==> src/sle_pkg.sv <==
package sle_pkg;
    // ****************************************
    // Lamp colour encoding
    // ****************************************
    typedef logic [2:0] sle_color_t;
    localparam sle_color_t SLE_OFF = 3'h0;
    localparam sle_color_t SLE_GREEN = 3'h1;
    localparam sle_color_t SLE_RED = 3'h2;
    localparam sle_color_t SLE_YELLOW = 3'h3;
    localparam sle_color_t SLE_BLUE = 3'h4;
    localparam sle_color_t SLE_ORANGE = 3'h5;
    localparam int SLE_COLOR_W = 3;
    localparam int SLE_NUM_LAMPS = 11;

    // ****************************************
    // Timing
    // ****************************************
    localparam int SLE_CLK_MHZ = 100;
    localparam int SLE_BLINK_MS = 333;
    localparam int SLE_BLINK_CYC = SLE_BLINK_MS * SLE_CLK_MHZ * 1000;
    localparam int SLE_PRESC_W = 26;

    // ****************************************
    // Register map (AXI4-Lite, byte offsets)
    // ****************************************
    localparam logic [7:0] SLE_REG_CTRL = 8'h00;
    localparam logic [7:0] SLE_REG_STAT = 8'h04;
    localparam logic [7:0] SLE_REG_IRQ_STAT = 8'h08;
    localparam logic [7:0] SLE_REG_IRQ_MASK = 8'h0c;
    localparam logic [7:0] SLE_REG_LAMP_LO = 8'h10;
    localparam logic [7:0] SLE_REG_LAMP_HI = 8'h14;
    localparam int SLE_CTRL_ENABLE = 0;
    localparam int SLE_CTRL_LAMPTEST = 1;
    localparam logic [1:0] SLE_CTRL_RST = 2'h1;
    localparam int SLE_IRQ_W = 3;
    localparam int SLE_IRQ_ERR = 0;
    localparam int SLE_IRQ_PWR_FAIL = 1;
    localparam int SLE_IRQ_NET_FAIL = 2;
    localparam logic [1:0] SLE_RESP_OKAY = 2'h0;
    localparam logic [1:0] SLE_RESP_SLVERR = 2'h2;
endpackage : sle_pkg

==> src/sle_status_lamp_encoder.sv <==
// Design decisions made here: the address map and register access over AXI4-Lite.
`timescale 1ns/1ns
module sle_status_lamp_encoder (
    // Clock and reset
    input wire logic clk_sys,
    input wire logic rst_n,
    // AXI4-Lite slave
    input wire logic [7:0] s_axi_awaddr,
    input wire logic s_axi_awvalid,
    output logic s_axi_awready,
    input wire logic [31:0] s_axi_wdata,
    input wire logic [3:0] s_axi_wstrb,
    input wire logic s_axi_wvalid,
    output logic s_axi_wready,
    output logic [1:0] s_axi_bresp,
    output logic s_axi_bvalid,
    input wire logic s_axi_bready,
    input wire logic [7:0] s_axi_araddr,
    input wire logic s_axi_arvalid,
    output logic s_axi_arready,
    output logic [31:0] s_axi_rdata,
    output logic [1:0] s_axi_rresp,
    output logic s_axi_rvalid,
    input wire logic s_axi_rready,
    // Device state inputs (asynchronous)
    input wire logic powered_on,
    input wire logic safety_switch_output_on,
    input wire logic device_error,
    input wire logic restart_interlock_blocked,
    input wire logic prot_field_occupied,
    input wire logic linked_sensor_enabled,
    input wire logic warn_field_int,
    input wire logic four_field_mode,
    input wire logic warn_field2_int,
    input wire logic warn_field3_int,
    input wire logic self_test_fail,
    input wire logic internal_comm_fault,
    input wire logic wave_active,
    input wire logic safety_proto_init,
    input wire logic safety_proto_active,
    input wire logic safety_proto_passive,
    input wire logic safety_proto_cfg_fail,
    input wire logic safety_proto_comm_err,
    input wire logic net_init,
    input wire logic net_bus_init,
    input wire logic net_data_exchange,
    input wire logic net_topology_err,
    input wire logic net_cfg_fail,
    input wire logic net_bus_err,
    input wire logic [1:0] port_link,
    input wire logic [1:0] port_activity,
    // Lamp outputs, index k at bits [3k+2:3k], lamp 1 = index 0
    output sle_pkg::sle_color_t lamp_color [sle_pkg::SLE_NUM_LAMPS],
    output logic irq
);
    import sle_pkg::*;

    // ****************************************
    // Input synchronisers
    // ****************************************
    localparam int NIN = 28;
    logic [NIN-1:0] in_raw;
    logic [NIN-1:0] sync1_r;
    logic [NIN-1:0] sync2_r;
    assign in_raw = {port_activity, port_link, net_bus_err, net_cfg_fail, net_topology_err,
        net_data_exchange, net_bus_init, net_init, safety_proto_comm_err,
        safety_proto_cfg_fail, safety_proto_passive, safety_proto_active,
        safety_proto_init, wave_active, internal_comm_fault, self_test_fail,
        warn_field3_int, warn_field2_int, four_field_mode, warn_field_int,
        linked_sensor_enabled, prot_field_occupied, restart_interlock_blocked,
        device_error, safety_switch_output_on, powered_on};

    always_ff @(posedge clk_sys) begin
        if (!rst_n) begin
            sync1_r <= '0;
            sync2_r <= '0;
        end else begin
            sync1_r <= in_raw;
            sync2_r <= sync1_r;
        end
    end

    wire s_pwr = sync2_r[0];
    wire s_sso = sync2_r[1];
    wire s_err = sync2_r[2];
    wire s_ri_blk = sync2_r[3];
    wire s_pf_occ = sync2_r[4];
    wire s_lnk_en = sync2_r[5];
    wire s_wf = sync2_r[6];
    wire s_four = sync2_r[7];
    wire s_wf2 = sync2_r[8];
    wire s_wf3 = sync2_r[9];
    wire s_stf = sync2_r[10];
    wire s_icf = sync2_r[11];
    wire s_wave = sync2_r[12];
    wire s_sp_init = sync2_r[13];
    wire s_sp_act = sync2_r[14];
    wire s_sp_pas = sync2_r[15];
    wire s_sp_cfg = sync2_r[16];
    wire s_sp_com = sync2_r[17];
    wire s_n_init = sync2_r[18];
    wire s_n_bus_init = sync2_r[19];
    wire s_n_dx = sync2_r[20];
    wire s_n_topo = sync2_r[21];
    wire s_n_cfg = sync2_r[22];
    wire s_n_bus_err = sync2_r[23];
    wire [1:0] s_plink = sync2_r[25:24];
    wire [1:0] s_pact = sync2_r[27:26];

    // ****************************************
    // Blink generator
    // ****************************************
    // One shared phase so every flashing lamp is in step
    localparam logic [SLE_PRESC_W-1:0] PRESC_MAX = SLE_PRESC_W'(SLE_BLINK_CYC - 1);
    logic [SLE_PRESC_W-1:0] presc_r;
    logic blink_r;
    wire blink_tick = (presc_r == PRESC_MAX);

    always_ff @(posedge clk_sys) begin
        if (!rst_n) begin
            presc_r <= '0;
            blink_r <= 1'b0;
        end else begin
            presc_r <= blink_tick ? '0 : presc_r + 1'b1;
            if (blink_tick) begin
                blink_r <= ~blink_r;
            end
        end
    end

    function automatic sle_color_t flash(input sle_color_t c, input logic ph);
        return ph ? c : SLE_OFF;
    endfunction : flash

    // ****************************************
    // Control register
    // ****************************************
    logic [1:0] ctrl_r;
    wire en = ctrl_r[SLE_CTRL_ENABLE];
    wire lamptest = ctrl_r[SLE_CTRL_LAMPTEST];

    // ****************************************
    // Lamp encoding (error first within each lamp)
    // ****************************************
    sle_color_t enc [SLE_NUM_LAMPS];

    assign enc[0] = !s_pwr ? SLE_OFF :
        s_err ? flash(SLE_RED, blink_r) :
        s_sso ? SLE_GREEN : SLE_RED;
    assign enc[1] = !s_ri_blk ? SLE_OFF :
        s_pf_occ ? flash(SLE_YELLOW, blink_r) :
        s_lnk_en ? SLE_YELLOW : SLE_OFF;
    assign enc[2] = s_wf ? SLE_BLUE : SLE_OFF;
    assign enc[3] = (s_four && s_wf3) ? SLE_BLUE : SLE_OFF;
    assign enc[4] = (s_four && s_wf2) ? flash(SLE_YELLOW, blink_r) : SLE_OFF;
    assign enc[5] = SLE_OFF;
    assign enc[6] = !s_pwr ? SLE_OFF :
        (s_stf || s_icf) ? SLE_RED :
        s_wave ? flash(SLE_GREEN, blink_r) : SLE_GREEN;
    assign enc[7] = s_sp_com ? SLE_RED :
        s_sp_cfg ? flash(SLE_RED, blink_r) :
        (s_sp_pas || s_wave) ? flash(SLE_GREEN, blink_r) :
        (s_sp_init && s_sp_act) ? SLE_GREEN : SLE_OFF;
    assign enc[8] = s_n_bus_err ? SLE_RED :
        s_n_cfg ? flash(SLE_RED, blink_r) :
        s_n_topo ? flash(SLE_ORANGE, blink_r) :
        (s_n_bus_init || s_wave) ? flash(SLE_GREEN, blink_r) :
        (s_n_init && s_n_dx) ? SLE_GREEN : SLE_OFF;

    genvar gp;
    generate
        for (gp = 0; gp < 2; gp++) begin : g_port
            assign enc[9+gp] = !s_plink[gp] ? SLE_OFF :
                s_pact[gp] ? (blink_r ? SLE_ORANGE : SLE_GREEN) : SLE_GREEN;
        end
    endgenerate

    // Lamp outputs registered; disable blanks all, lamp test lights all green
    genvar gl;
    generate
        for (gl = 0; gl < SLE_NUM_LAMPS; gl++) begin : g_lamp
            always_ff @(posedge clk_sys) begin
                if (!rst_n) begin
                    lamp_color[gl] <= SLE_OFF;
                end else begin
                    lamp_color[gl] <= !en ? SLE_OFF : lamptest ? SLE_GREEN : enc[gl];
                end
            end
        end
    endgenerate

    // ****************************************
    // Interrupts: rising edge of fault states
    // ****************************************
    logic [SLE_IRQ_W-1:0] ev_prev_r;
    logic [SLE_IRQ_W-1:0] irq_stat_r;
    logic [SLE_IRQ_W-1:0] irq_mask_r;
    wire [SLE_IRQ_W-1:0] ev_lvl = {s_n_bus_err | s_n_cfg, s_stf | s_icf, s_err};
    wire [SLE_IRQ_W-1:0] ev_rise = ev_lvl & ~ev_prev_r;
    assign irq = |(irq_stat_r & irq_mask_r);

    // ****************************************
    // AXI4-Lite slave
    // ****************************************
    logic aw_hold_r;
    logic w_hold_r;
    logic [7:0] aw_addr_r;
    logic [31:0] w_data_r;
    logic [3:0] w_strb_r;
    logic bvalid_r;
    logic [1:0] bresp_r;
    logic rvalid_r;
    logic [31:0] rdata_r;
    logic [1:0] rresp_r;

    assign s_axi_awready = !aw_hold_r && !bvalid_r;
    assign s_axi_wready = !w_hold_r && !bvalid_r;
    assign s_axi_arready = !rvalid_r;
    assign s_axi_bvalid = bvalid_r;
    assign s_axi_bresp = bresp_r;
    assign s_axi_rvalid = rvalid_r;
    assign s_axi_rdata = rdata_r;
    assign s_axi_rresp = rresp_r;

    wire aw_have = aw_hold_r || (s_axi_awvalid && s_axi_awready);
    wire w_have = w_hold_r || (s_axi_wvalid && s_axi_wready);
    wire [7:0] wa = aw_hold_r ? aw_addr_r : s_axi_awaddr;
    wire [31:0] wd = w_hold_r ? w_data_r : s_axi_wdata;
    wire [3:0] ws = w_hold_r ? w_strb_r : s_axi_wstrb;
    wire do_wr = aw_have && w_have && !bvalid_r;
    wire wr_ctrl = do_wr && wa == SLE_REG_CTRL && ws[0];
    wire wr_stat = do_wr && wa == SLE_REG_IRQ_STAT && ws[0];
    wire wr_mask = do_wr && wa == SLE_REG_IRQ_MASK && ws[0];
    wire wa_ok = wa == SLE_REG_CTRL || wa == SLE_REG_STAT || wa == SLE_REG_IRQ_STAT ||
        wa == SLE_REG_IRQ_MASK || wa == SLE_REG_LAMP_LO || wa == SLE_REG_LAMP_HI;

    // Lamp state packed for readback
    logic [32:0] lamp_flat;
    genvar gf;
    generate
        for (gf = 0; gf < SLE_NUM_LAMPS; gf++) begin : g_flat
            assign lamp_flat[gf*SLE_COLOR_W +: SLE_COLOR_W] = lamp_color[gf];
        end
    endgenerate

    wire [7:0] ra = s_axi_araddr;
    wire [31:0] rd_val =
        ra == SLE_REG_CTRL ? {30'h0, ctrl_r} :
        ra == SLE_REG_STAT ? {31'h0, blink_r} :
        ra == SLE_REG_IRQ_STAT ? {29'h0, irq_stat_r} :
        ra == SLE_REG_IRQ_MASK ? {29'h0, irq_mask_r} :
        ra == SLE_REG_LAMP_LO ? lamp_flat[31:0] :
        ra == SLE_REG_LAMP_HI ? {31'h0, lamp_flat[32]} : 32'h0;
    wire ra_ok = ra == SLE_REG_CTRL || ra == SLE_REG_STAT || ra == SLE_REG_IRQ_STAT ||
        ra == SLE_REG_IRQ_MASK || ra == SLE_REG_LAMP_LO || ra == SLE_REG_LAMP_HI;

    always_ff @(posedge clk_sys) begin
        if (!rst_n) begin
            aw_hold_r <= 1'b0;
            w_hold_r <= 1'b0;
            aw_addr_r <= '0;
            w_data_r <= '0;
            w_strb_r <= '0;
            bvalid_r <= 1'b0;
            bresp_r <= SLE_RESP_OKAY;
        end else begin
            if (s_axi_awvalid && s_axi_awready) begin
                aw_addr_r <= s_axi_awaddr;
            end
            if (s_axi_wvalid && s_axi_wready) begin
                w_data_r <= s_axi_wdata;
                w_strb_r <= s_axi_wstrb;
            end
            aw_hold_r <= aw_have && !do_wr;
            w_hold_r <= w_have && !do_wr;
            if (do_wr) begin
                bvalid_r <= 1'b1;
                bresp_r <= wa_ok ? SLE_RESP_OKAY : SLE_RESP_SLVERR;
            end else if (s_axi_bready) begin
                bvalid_r <= 1'b0;
            end
        end
    end

    always_ff @(posedge clk_sys) begin
        if (!rst_n) begin
            rvalid_r <= 1'b0;
            rdata_r <= '0;
            rresp_r <= SLE_RESP_OKAY;
        end else if (s_axi_arvalid && s_axi_arready) begin
            rvalid_r <= 1'b1;
            rdata_r <= rd_val;
            rresp_r <= ra_ok ? SLE_RESP_OKAY : SLE_RESP_SLVERR;
        end else if (s_axi_rready) begin
            rvalid_r <= 1'b0;
        end
    end

    // Register state; hardware set wins over write-one-to-clear
    always_ff @(posedge clk_sys) begin
        if (!rst_n) begin
            ctrl_r <= SLE_CTRL_RST;
            irq_mask_r <= '0;
            irq_stat_r <= '0;
            ev_prev_r <= '0;
        end else begin
            ev_prev_r <= ev_lvl;
            if (wr_ctrl) begin
                ctrl_r <= wd[1:0];
            end
            if (wr_mask) begin
                irq_mask_r <= wd[SLE_IRQ_W-1:0];
            end
            irq_stat_r <= (irq_stat_r & ~(wr_stat ? wd[SLE_IRQ_W-1:0] : '0)) | ev_rise;
        end
    end
endmodule : sle_status_lamp_encoder

==> config.mk <==
export PLATFORM = sky130hd
export DESIGN_NAME = sle_status_lamp_encoder
export DESIGN_NICKNAME = d
export VERILOG_FILES = /design/src/sle_pkg.sv /design/src/sle_status_lamp_encoder.sv
export SDC_FILE = /design/constraint.sdc
export NUM_CORES = 1
export LEC_CHECK = 0
export BUFFER_PORTS_ARGS = -buffer_cell sky130_fd_sc_hd__buf_2
export CORE_MARGIN = 3
export CORE_UTILIZATION = 46
export DETAILED_ROUTE_END_ITERATION = 6
export MAX_ROUTING_LAYER = met4
export PLACE_DENSITY = 0.75
export SLEW_MARGIN = 10
export SYNTH_ARGS = -nofsm -noshare
export SYNTH_HDL_FRONTEND = slang
export SYNTH_SLANG_ARGS = --single-unit
==> constraint.sdc <==
create_clock -name clk_sys -period 1.73 [get_ports clk_sys]
set_input_delay 0.4325 -clock clk_sys [delete_from_list [all_inputs] [get_ports clk_sys]]
set_output_delay 0.4325 -clock clk_sys [all_outputs]
set_load 0.1 [all_outputs]
### Word level (Yosys, flattened, before mapping)

Index checks and enable logic that the tools add are counted.

* output and inout bits: 75
* bits of input ports: 87
* bits in registers: 178
* word-level logic and storage cells: 185

* bitwise gates (word level): 19
* add/sub/neg operators: 1
* reduce and logical (&&, ||, !) cells: 55
* muxes and demuxes: 57
* equality and inequality tests: 11

Operator list (count)
* two-way mux 32 bit: 5
* == test 8 x 4 -> 1 bit, second input constant: 4
* == test 8 x 5 -> 1 bit, second input constant: 4
* two-way mux 1 bit: 30
* two-way mux 3 bit: 10
* adder 26 x 1 -> 26 bit, second input constant: 1
* == test 26 x 25 -> 1 bit, second input constant: 1
* two-way mux 2 bit: 11
* OR reduction 4 bit: 5
* logical AND 1 bit: 19
* == test 8 x 3 -> 1 bit, second input constant: 2
* logical NOT 8 bit: 2
* logical OR 1 bit: 15
* inverter 1 bit: 11
* OR reduction 5 bit: 2
* AND 3 bit: 3
* two-way mux 8 bit: 1
* inverter 3 bit: 2
* OR reduction 3 bit: 2
* OR reduction 6 bit: 1
* logical NOT 1 bit: 5
* nonzero test 2 bit: 2
* OR 3 bit: 1
* OR 1 bit: 2
* 2 further kinds: 2

### Depth between registers and ports, before layout

Gate-level depths: netlist of the first run.

* word-level depth: 12
* depth in mapped cells: 6
* mapped depth without buffers: 5

### Least setup slack after synthesis of the first run

Ideal clock, no wire load.

* path type: reg2reg
* start point: register bvalid_r, in the netlist s_axi_bvalid
* end point: register w_data_r[0]
* arrival time: 2845 ps
* clock period less this slack: 2973 ps
* setup time: 128 ps
* path buffers: 1
* cell stages (with the launch flop): 6
* required time: 1602 ps
* slack: -1243 ps
* cells stage by stage: dfxtp_1 > nor2_1 > and2_1 > clkbuf_1 > mux2i_1 > nor2_1

* longest elaborated chain between the ends: 3

Ends and longest elaborated chain
* start: declaration: RTL line sle_status_lamp_encoder.sv:210 `logic bvalid_r;`
* start signal: assignment: RTL line sle_status_lamp_encoder.sv:264 `bvalid_r <= 1'b0;`
* start signal: assignment: RTL line sle_status_lamp_encoder.sv:277 `bvalid_r <= 1'b1;`
* start signal: assignment: RTL line sle_status_lamp_encoder.sv:280 `bvalid_r <= 1'b0;`
* logical NOT 1 bit: RTL line sle_status_lamp_encoder.sv:217 `assign s_axi_wready = !w_hold_r && !bvalid_r;`
* logical AND 1 bit: RTL line sle_status_lamp_encoder.sv:217
* named net s_axi_wready: RTL line sle_status_lamp_encoder.sv:14 `output logic s_axi_wready,`
* logical AND 1 bit: RTL line sle_status_lamp_encoder.sv:270 `if (s_axi_wvalid && s_axi_wready) begin`
* end signal: assignment: RTL line sle_status_lamp_encoder.sv:271 `w_data_r <= s_axi_wdata;`
* end: declaration: RTL line sle_status_lamp_encoder.sv:208 `logic [31:0] w_data_r;`

The timed path passes the listed nets, and every way through them passes these cells.
A chain may end at the register's enable or synchronous reset.

### Worst setup path after layout of the first run

* start point: register irq_mask_r[2]
* end point: output irq

* longest elaborated chain between the ends: 2

Ends and longest elaborated chain
* start: declaration: RTL line sle_status_lamp_encoder.sv:197 `logic [SLE_IRQ_W-1:0] irq_mask_r;`
* start signal: assignment: RTL line sle_status_lamp_encoder.sv:312 `irq_mask_r <= wd[SLE_IRQ_W-1:0];`
* AND 3 bit: RTL line sle_status_lamp_encoder.sv:200 `assign irq = |(irq_stat_r & irq_mask_r);`
* OR reduction 3 bit: RTL line sle_status_lamp_encoder.sv:200
* end: declaration: RTL line sle_status_lamp_encoder.sv:54 `output logic irq`

Every way passes these cells.

==> metrics.md, run 1 <==
| Metric | Value |
|---|---|
| Failing checks | setup timing |
| Clock skew | 0.00973 ns |
| Arrival @ worst endpoint | between 1 and 1.5 ns |
| Post-Syn Area | around 5700 sq um |
| Worst reg2reg startpoint | presc_r[6] |
| GP Congestion | about 0.81 |
| Critical Path, Cell by Cell | a222oi_1 -> inv_1 -> buf_6 |
| Core area | between 10000 and 15000 sq um |
| Mean routed wirelength per cell | 14.5 um |
| DRC Markers | 0 |
| Rows | 39 |
| Final ANT Viol Nets | 0 |
| Crit Path Class | reg -> out |
| Post-Syn Instances | 600 |
| Commonest non-fill, non-tap cell in the layout | dfxtp_1 |
| Grt ovf | 0 |
| R2R setup slack | -0.12 ns |
| RSZ-0062 raised after global routing | true |
| Hold Path Origin | net_data_exchange |
| Max-cap violations | 0 |
| Area grow syn2layout | 34.8% |
| Die Span Y | 117 um |
| Worst-case clock buffer depth | 2 |
| HPWL after DPL | roughly 9300 um |
| TritonCTS buffer count | 17 |
| First-pass GRT wire length | 21000 um |
| WHS | 0.216 ns |
| Routed WL | about 13000 um |
| Max-slew violation count | 0 |
| TritonCTS clock tree | done |
| Drt via density | about 5.1 |
| Area contributors post-synth | dfxtp_1, and2_1, nor2_1 |
| Effective utilization at floorplan | about half |
| GR Layer Usage met1 | between 20% and 30% |
| NumNets Final | about 840 |
| Clk root buf | clkbuf_16 |
| Final setup fails | 22 |
| Total Routing Usage GR | about 20% |
| Sequential area share after synthesis | 53.6% |
| CP top delay family | compound AO/OA/AOI/OAI gates |
| #FFs+latches synth | 152 |
| Fin crit share | 109% |
| Post-synth top area cell | dfxtp_1 |
| Max-slew headroom | roughly two thirds |
| Busiest layer in global routing | met2 |
| Status | finished, violations left |
| DR iter-0 viols | about 340 |
| Lkg Pwr | ~0.0032 uW |
| Vias | approximately 4700 |
| Die footprint | around 14000 sq um |
| Capture point of the worst reg-to-reg path | presc_r[21] |
| Final WS setup | -0.154 ns |
| Initial antenna violation count | 0 |
| Critical Path Sink Type | output pin |
| Clock-pin slew on the worst setup and hold paths | 0.07 ns |
| Pin count of the biggest net entering global routing | 29 |
| Vias in the first global route | approximately 4600 |
| Worst Hold Class | in -> reg |
| F_max | roughly 530 MHz |
| Most frequent cells in the layout | dfxtp_1, buf_2, and2_1 |
| Pwr Total | ~8400 uW |
| Worst Hold Depth | 2 |
| Layout cells sized above 1 | ~36% |
| Post-CTS Hold Buffers | 0 |
| DRT Pass-1 Iters | 5 |
| Met2 usage | between 30 and 40% |
| Port bufs | roughly 110 |
| CTS HTree Levels | 4 |
| Worst-Skew Late Latency | approximately 0.42 ns |
| CP Data Required Time | ~1.3 ns |
| Antenna Cells | 0 |
| I/O pin cnt | around 160 |
| Syn. warnings | 0 |
| Die width | 117 um |
| # fillers | 905 |
| Ys async rst share | 0% |
| VDD IR-drop max | ~0.78 mV |
| Slowest CP cell | a222oi_1 |
| Synth unique cells | 53 |
| FF-to-FF path depth | 5 |
| Worst-margin pin slew | 0.496 ns |
| Hold Path Sink | sync1_r[20] |
| Met3 Track Usage GR | 5.24% |
| Primary FF master, synth | dfxtp_1 |
| Tmin final | 1.88 ns |
| Fin. Hold Viols | 0 |
| Post-synth top area share | between 50% and 60% |
| Syn Area/Cell | 9.47 sq um |
| CP max stage delay | ~0.41 ns |
| Startpoint Class | register |
| Pwr/cell area | approximately 1100 nW/um^2 |
| Post-synth EDFFs | 0 |
| Clk sinks | ~150 |
| CP bufs+invs | 2 |
| CP max FO | 3 |
-- metal layers --
metal	routed length, um	vias to the layer above
met4	308	0
met3	705	30
met1	5640	2204
met5	0	-
met2	6840	137
li1	-	2328
-- how the worst max path moves through the flow --
stage / start / endpoint / slack, ns / cells past startpoint
floorplan: s_axi_araddr[2] / s_axi_rdata[18] / -0.1 / 6
global placement: aw_addr_r[7] / irq_stat_r[1] / -0.13 / 4
detailed placement: s_axi_awaddr[2] / irq_stat_r[1] / -0.20 / 5
CTS: irq_mask_r[2] / irq / -0.17 / 3
global route: irq_mask_r[2] / irq / -0.22 / 3
finish: irq_mask_r[2] / irq / -0.15 / 3
-- report_power, final --
group / switching, uW / leakage, uW / internal, uW
clock network: 1580 / 0.000297 / 2190
logic: 683 / 0.00165 / 291
registers: 73.7 / 0.00125 / 3620
-- state kept, by name, indices dropped and copies added (netlist names), 2 cells and up --
name         cells
sync2_r         28
ev_prev_r        3
s_axi_rdata     20
w_data_r         3
irq_mask_r       3
irq_stat_r       3
lamp_color      20
presc_r         26
aw_addr_r        8
ctrl_r           2
sync1_r         28
-- Yosys cell counts (5+ instances only) --
cell / count
dfxtp_1: 152
nor2_1: 67
and2_1: 61
nand2_1: 51
a21oi_1: 40
buf_4: 27
clkbuf_1: 24
a22oi_1: 17
mux2i_1: 15
nand3_1: 13
o21ai_0: 11
or4_1: 11
o31ai_1: 10
inv_1: 9
xnor2_1: 8
and3_1: 7
nor4_1: 7
nand2b_1: 6
nand4_1: 5
-- metrics by stage --
stage,utilization (%),worst slack [ns],std cells,area (sq um),TNS (ns)
floorplan,-,-0.0990,622,5860,-2.38
global placement,56.6,-0.131,887,6660,-0.768
detailed placement,56.6,-0.201,887,6660,-1.86
CTS,62.6,-0.173,922,7370,-0.533
global route,65.1,-0.217,930,7660,-3.67
finish,65.1,-0.154,930,7660,-0.877
-- what timing repair did --
item / CTS / global route
endpoints found under the setup margin: 36 / 37
pin swaps: 11 / 19
buffers inserted: 2 / 6
resized for setup: 21 / 53
cloned: 1 / 2
-- worst reg2reg max path, delay by kind of cell (launching register included) --
kind,cells,cell delay [ns]
compound gates,1,0.13
buf+inv,1,0.15
flops,1,0.35
simple gates,3,1.16
-- cell families (layout without fill, tap and decap cells) --
group | Yosys count | in the layout | synth area share (%)
AOI/OAI and AO/OA | 95 | 95 | 10.7
xor gates and xnor gates | 11 | 11 | 1.70
buffers and inverters | 65 | 209 | 6.25
muxes | 19 | 19 | 3.44
other | 1 | 23 | 0.0660
DFF | 152 | 152 | 53.6
and+or+nand+nor | 256 | 256 | 24.0
adders and majority gates | 1 | 1 | 0.220
-- area by class of cell --
class / count / area [sq um] / area share [%]
clock buffers: 17 / 425 / 5.56
flip-flops and latches: 152 / 3080 / 40.2
multi-input cells: 405 / 2650 / 34.6
well taps: 164 / 205 / 2.68
inverters: 10 / 37.5 / 0.490
clock inverters: 15 / 184 / 2.40
repair buffers: 167 / 1080 / 14.1
No activity file was read; power rests on OpenSTA's default activity.
==> inputs of run 2 (changes only) <==
--- a/config.mk
+++ b/config.mk
@@ -10,7 +10,7 @@
 export CORE_UTILIZATION = 46
 export DETAILED_ROUTE_END_ITERATION = 6
 export MAX_ROUTING_LAYER = met4
-export PLACE_DENSITY = 0.75
+export PLACE_DENSITY = 0.71
 export SLEW_MARGIN = 10
 export SYNTH_ARGS = -nofsm -noshare
 export SYNTH_HDL_FRONTEND = slang
==> metrics.md, run 2 (synthesis results as in run 1) <==
| Metric | Value |
|---|---|
| Post-CTS Hold Buffers | 0 |
| Clk sinks | between 150 and 200 |
| First-pass GRT wire length | between 20000 and 25000 um |
| Rows | 39 |
| Mean routed wirelength per cell | ~14 um |
| Worst-case clock buffer depth | 2 |
| Core area | approximately 12000 sq um |
| Grt ovf | 0 |
| HPWL after DPL | 9070 um |
| Arrival @ worst endpoint | ~1.4 ns |
| Max-slew headroom | between 60% and 70% |
| Max-cap violations | 0 |
| Pwr/cell area | 1080 nW/um^2 |
| Area grow syn2layout | 33.8% |
| Fin. Hold Viols | 0 |
| Hold Path Sink | sync1_r[20] |
| Crit Path Class | reg -> out |
| Antenna Cells | 0 |
| Capture point of the worst reg-to-reg path | presc_r[18] |
| Post-route cell area | around 7600 sq um |
| Worst Hold Class | in -> reg |
| Final WS setup | -0.143 ns |
| Pin count of the biggest net entering global routing | 36 |
| F_max | between 500 and 600 MHz |
| Total Routing Usage GR | approximately 19% |
| Initial antenna violation count | 0 |
| Hold Path Origin | net_data_exchange |
| Tmin final | 1.87 ns |
| Drt via density | 5.01 |
| Die footprint | between 10000 and 15000 sq um |
| Startpoint Class | register |
| TritonCTS clock tree | done |
| Biggest regs | sync1_r x28, sync2_r x28, presc_r x26 |
| Worst-margin pin slew | ~0.48 ns |
| Critical Path Sink Type | output pin |
| GP Congestion | around 0.84 |
| CP max FO | 3 |
| CTS HTree Levels | 4 |
| Routed WL | 13200 um |
| Met3 Track Usage GR | 4.47% |
| Die width | between 100 and 150 um |
| VDD IR-drop max | about 0.63 mV |
| Lkg Pwr | ~0.0032 uW |
| Worst-Skew Late Latency | ~0.41 ns |
| Clock skew | between 0.008 and 0.009 ns |
| DRC Markers | 0 |
| Busiest layer in global routing | met2 |
| Clk root buf | clkbuf_16 |
| Fin crit share | 108% |
| Effective utilization at floorplan | 48.3% |
| Clock-pin slew on the worst setup and hold paths | roughly 0.060 ns |
| Status | finished, violations left |
| DRT Pass-1 Iters | 4 |
| Worst Hold Depth | 2 |
| TritonCTS buffer count | 17 |
| Die Span Y | ~120 um |
| Placed inst area | 6620 sq um |
| Final setup fails | 16 |
| RSZ-0062 raised after global routing | true |
| Core Util, Final | ~65% |
| I/O pin cnt | 162 |
| FF-to-FF path depth | 5 |
| # fillers | about 920 |
| GR Layer Usage met1 | a little under a quarter |
| Layout cells sized above 1 | between 30 and 40% |
| Worst reg2reg startpoint | presc_r[6] |
| Failing checks | setup timing |
| CP Data Required Time | 1.30 ns |
| Commonest non-fill, non-tap cell in the layout | dfxtp_1 |
| Final ANT Viol Nets | 0 |
| DR iter-0 viols | about 280 |
| Port bufs | 106 |
| R2R setup slack | -0.10 ns |
| Most frequent cells in the layout | dfxtp_1, buf_2, and2_1, nor2_1, buf_4 |
| Vias | about 4700 |
| Vias in the first global route | between 4000 and 5000 |
| Max-slew violation count | 0 |
| NumNets Final | between 800 and 900 |
| Met2 usage | 31.9% |
==> run 2: cell types whose count changed in the layout (fill, tap and decap cells not counted), sizes merged <==
cell and delta:
clkinvlp +2, clkbuf +2, clkinv -1, bufinv -1
inv -3, buf +4
==> run 2: cell type report <==
type | instances | area [sq um] | area share, %
Tap cell | 164 | 205 | 2.70
Inverter | 10 | 37.5 | 0.494
Sequential cell | 152 | 3070 | 40.4
Timing Repair Buffer | 170 | 1110 | 14.6
Multi-Input combinational cell | 405 | 2610 | 34.3
Clock buffer | 20 | 457 | 6.01
Clock inverter | 12 | 118 | 1.55
==> run 2: critical path, stage by stage, from the launching register on <==
cell	delay, ns
dfxtp_2	0.33
a222oi_1	0.37
inv_1	0.14
buf_12	0.19
==> run 2: per-layer routing <==
metal  wire length, um  vias up
li1                  -     2334
met1              5720     2212
met2              6720      118
met3               587       11
met4               137        0
met5                 0        -
==> run 2: what timing repair did <==
item / 4_1_cts / 5_1_grt
buffers inserted: 10 / 8
gates cloned: 1 / 2
endpoints found under the setup margin: 19 / 36
pin swaps: 10 / 14
gates resized for setup: 21 / 45
==> run 2: per-stage QoR <==
step | setup TNS, ns | setup WS, ns | hold WS [ns] | power [uW] | instances
2_1_floorplan | -2.38 | -0.0990 | 0.406 | 4460 | 622
3_5_place_dp | -2.05 | -0.222 | 0.418 | 4630 | 881
4_1_cts | -0.555 | -0.193 | 0.207 | 8180 | 923
5_1_grt | -3.07 | -0.218 | 0.200 | 8510 | 933
3_3_place_gp | -1.10 | -0.211 | 0.413 | 4600 | 881
6_report | -1.04 | -0.143 | 0.223 | 8190 | 933
==> run 2: how the worst max path moves through the flow <==
stage | start | to | slack (ns) | depth (start not counted)
floorplan | s_axi_araddr[2] | s_axi_rdata[18] | -0.1 | 6
global placement | aw_addr_r[7] | irq_stat_r[1] | -0.21 | 5
detailed placement | aw_addr_r[7] | irq_stat_r[1] | -0.22 | 5
CTS | irq_mask_r[2] | irq | -0.19 | 3
global route | irq_stat_r[2] | irq | -0.22 | 3
finish | irq_stat_r[2] | irq | -0.14 | 3
==> run 2: where the power goes <==
part	total, uW	switching (uW)	leakage, uW	internal (uW)
Clock	3530	1450	0.000275	2080
Combinational	971	678	0.00166	293
Sequential	3690	72.3	0.00125	3620
==> inputs of run 3 (changes only) <==
--- a/config.mk
+++ b/config.mk
@@ -9,6 +9,7 @@
 export CORE_MARGIN = 3
 export CORE_UTILIZATION = 46
 export DETAILED_ROUTE_END_ITERATION = 6
+export HOLD_SLACK_MARGIN = 0.12
 export MAX_ROUTING_LAYER = met4
 export PLACE_DENSITY = 0.71
 export SLEW_MARGIN = 10
==> constraint.sdc (replaced) <==
create_clock -name clk_sys -period 1.73 [get_ports clk_sys]
set_input_delay 0 -clock clk_sys [delete_from_list [all_inputs] [get_ports clk_sys]]
set_output_delay 0 -clock clk_sys [all_outputs]
set_load 0.1 [all_outputs]
==> metrics.md, run 3 (synthesis results as in run 1) <==
| Metric | Value |
|---|---|
| Status | finished, violations left |
| Failing checks | setup timing |
| Die footprint | 13700 sq um |
| Routed WL | about 14000 um |
| Clock-pin slew on the worst setup and hold paths | 0.06 ns |
| DRT Pass-1 Iters | 4 |
| Area grow syn2layout | 40.5% |
| Hold Path Origin | s_axi_araddr[7] |
| Worst Hold Class | in -> reg |
| CP Data Required Time | between 2 and 2.5 ns |
| NumNets Final | approximately 880 |
| Mean routed wirelength per cell | roughly 14 um |
| Pin count of the biggest net entering global routing | 55 |
| DRC Markers | 0 |
| Crit Path Class | reg -> reg |
| Pwr/cell area | 1020 nW/um^2 |
| Max-slew headroom | 57.2% |
| # fillers | 886 |
| Max-cap violations | 0 |
| Vias in the first global route | about 4500 |
| Biggest regs | sync1_r x28, sync2_r x28, presc_r x26 |
| Die width | roughly 120 um |
| Drt via density | ~5.0 |
| HPWL after DPL | about 9000 um |
| Rows | 39 |
| Multi-input logic area | 2580 sq um |
| Final ANT Viol Nets | 0 |
| GP Congestion | approximately 0.82 |
| I/O pin cnt | between 150 and 200 |
| Worst reg2reg startpoint | presc_r[5] |
| FF-to-FF path depth | 5 |
| TritonCTS buffer count | 17 |
| Total negative setup slack | -0.822 ns |
| Commonest non-fill, non-tap cell in the layout | dfxtp_1 |
| Fin. Hold Viols | 0 |
| Antenna Cells | 0 |
| Core Util, Final | 67.9% |
| Most frequent cells in the layout | dfxtp_1, buf_2, and2_1 |
| F_max | roughly 550 MHz |
| Arrival @ worst endpoint | 2.15 ns |
| Layout cells sized above 1 | about 31% |
| CTS HTree Levels | 4 |
| Critical Path Sink Type | register |
| Effective utilization at floorplan | 48.3% |
| Hold Path Sink | s_axi_rdata[25] |
| Reg area | roughly 3100 sq um |
| DR iter-0 viols | 367 |
| Tmin final | around 1.8 ns |
| Startpoint Class | register |
| Fin crit share | 104% |
| Clk sinks | ~150 |
| Final setup fails | 23 |
| Vias | around 4800 |
| VDD IR-drop max | about 0.8 mV |
| Worst-case clock buffer depth | 2 |
| Clock skew | roughly 0.010 ns |
| Worst-Skew Late Latency | approximately 0.42 ns |
| RSZ-0062 raised after global routing | true |
| Initial antenna violation count | 0 |
| TritonCTS clock tree | done |
| Lkg Pwr | ~0.0033 uW |
| R2R setup slack | -0.07 ns |
| Port bufs | 106 |
| Total Routing Usage GR | 19.8% |
| Die Span Y | 117 um |
| First-pass GRT wire length | just over 20000 um |
| Capture point of the worst reg-to-reg path | presc_r[19] |
| Worst-margin pin slew | ~0.63 ns |
| CP max FO | 11 |
| Worst Hold Depth | 6 |
| Final WS setup | -0.0748 ns |
| Grt ovf | 0 |
| Clk root buf | clkbuf_16 |
| Core area | ~12000 sq um |
| Max-slew violation count | 0 |
## run 3: cell count changes in the layout (fill, tap and decap cells not counted), sizes merged
cell,before,now
buf,170,156
dlygate4sd3,0,52
inv,13,12
clkinv,5,9
clkbuf,20,19
## run 3: report_power, final
group          switching [uW]  total (uW)  internal, uW
registers                71.1        3690          3620
logic                     689        1020           331
clock network            1440        3420          1980
total                    2200        8130          5930
## run 3: worst max-delay path by stage
stage,slack [ns],endpoint,startpoint,cells past startpoint
finish,-0.07,presc_r[19],presc_r[5],5
global route,-0.16,presc_r[14],presc_r[5],8
CTS,-0.10,presc_r[21],presc_r[12],5
detailed placement,-0.23,irq_stat_r[1],aw_addr_r[7],5
global placement,-0.12,irq_stat_r[1],aw_addr_r[7],5
floorplan,-0.05,presc_r[25],presc_r[9],5
## run 3: metrics by stage
stage | setup slack [ns] | area, sq um | power [uW] | hold slack [ns] | std cells
floorplan | -0.0492 | 5830 | 4450 | 0.127 | 622
global placement | -0.117 | 6560 | 4590 | 0.210 | 876
detailed placement | -0.227 | 6560 | 4610 | 0.211 | 876
CTS | -0.101 | 7720 | 8120 | 0.298 | 966
global route | -0.158 | 7980 | 8390 | 0.321 | 973
finish | -0.0748 | 7980 | 8130 | 0.305 | 973
## run 3: worst max-delay path, cell delays in order, from the launching register on
cell	delay, ns
dfxtp_2	0.33
buf_4	0.11
nand4_4	0.12
or4_4	0.51
or4_1	0.53
a21oi_2	0.14
## run 3: per-layer routing
layer / vias up / share of wire (%) / GRT usage, %
li1: 2415 / - / -
met2: 148 / 51 / 32.7
met3: 22 / 4.5 / 5.71
met5: - / 0 / -
met1: 2260 / 43 / 23.0
met4: 0 / 1.9 / 7.57
## run 3: cell type report
cell class	count	area share, %
Multi-Input combinational cell	405	32.4
Inverter	10	0.470
Clock inverter	15	1.60
Clock buffer	17	5.33
Sequential cell	152	38.5
Tap cell	164	2.57
Timing Repair Buffer	210	19.1
## run 3: repair_timing
action | 4_1_cts | 5_1_grt
setup endpoints to repair | 15 | 35
setup buffers | 6 | 5
pin swaps | 5 | 9
endpoints found under the hold margin | 61 | 0
gates cloned | 0 | 3
resized for setup | 9 | 45
hold buffers | 52 | 0
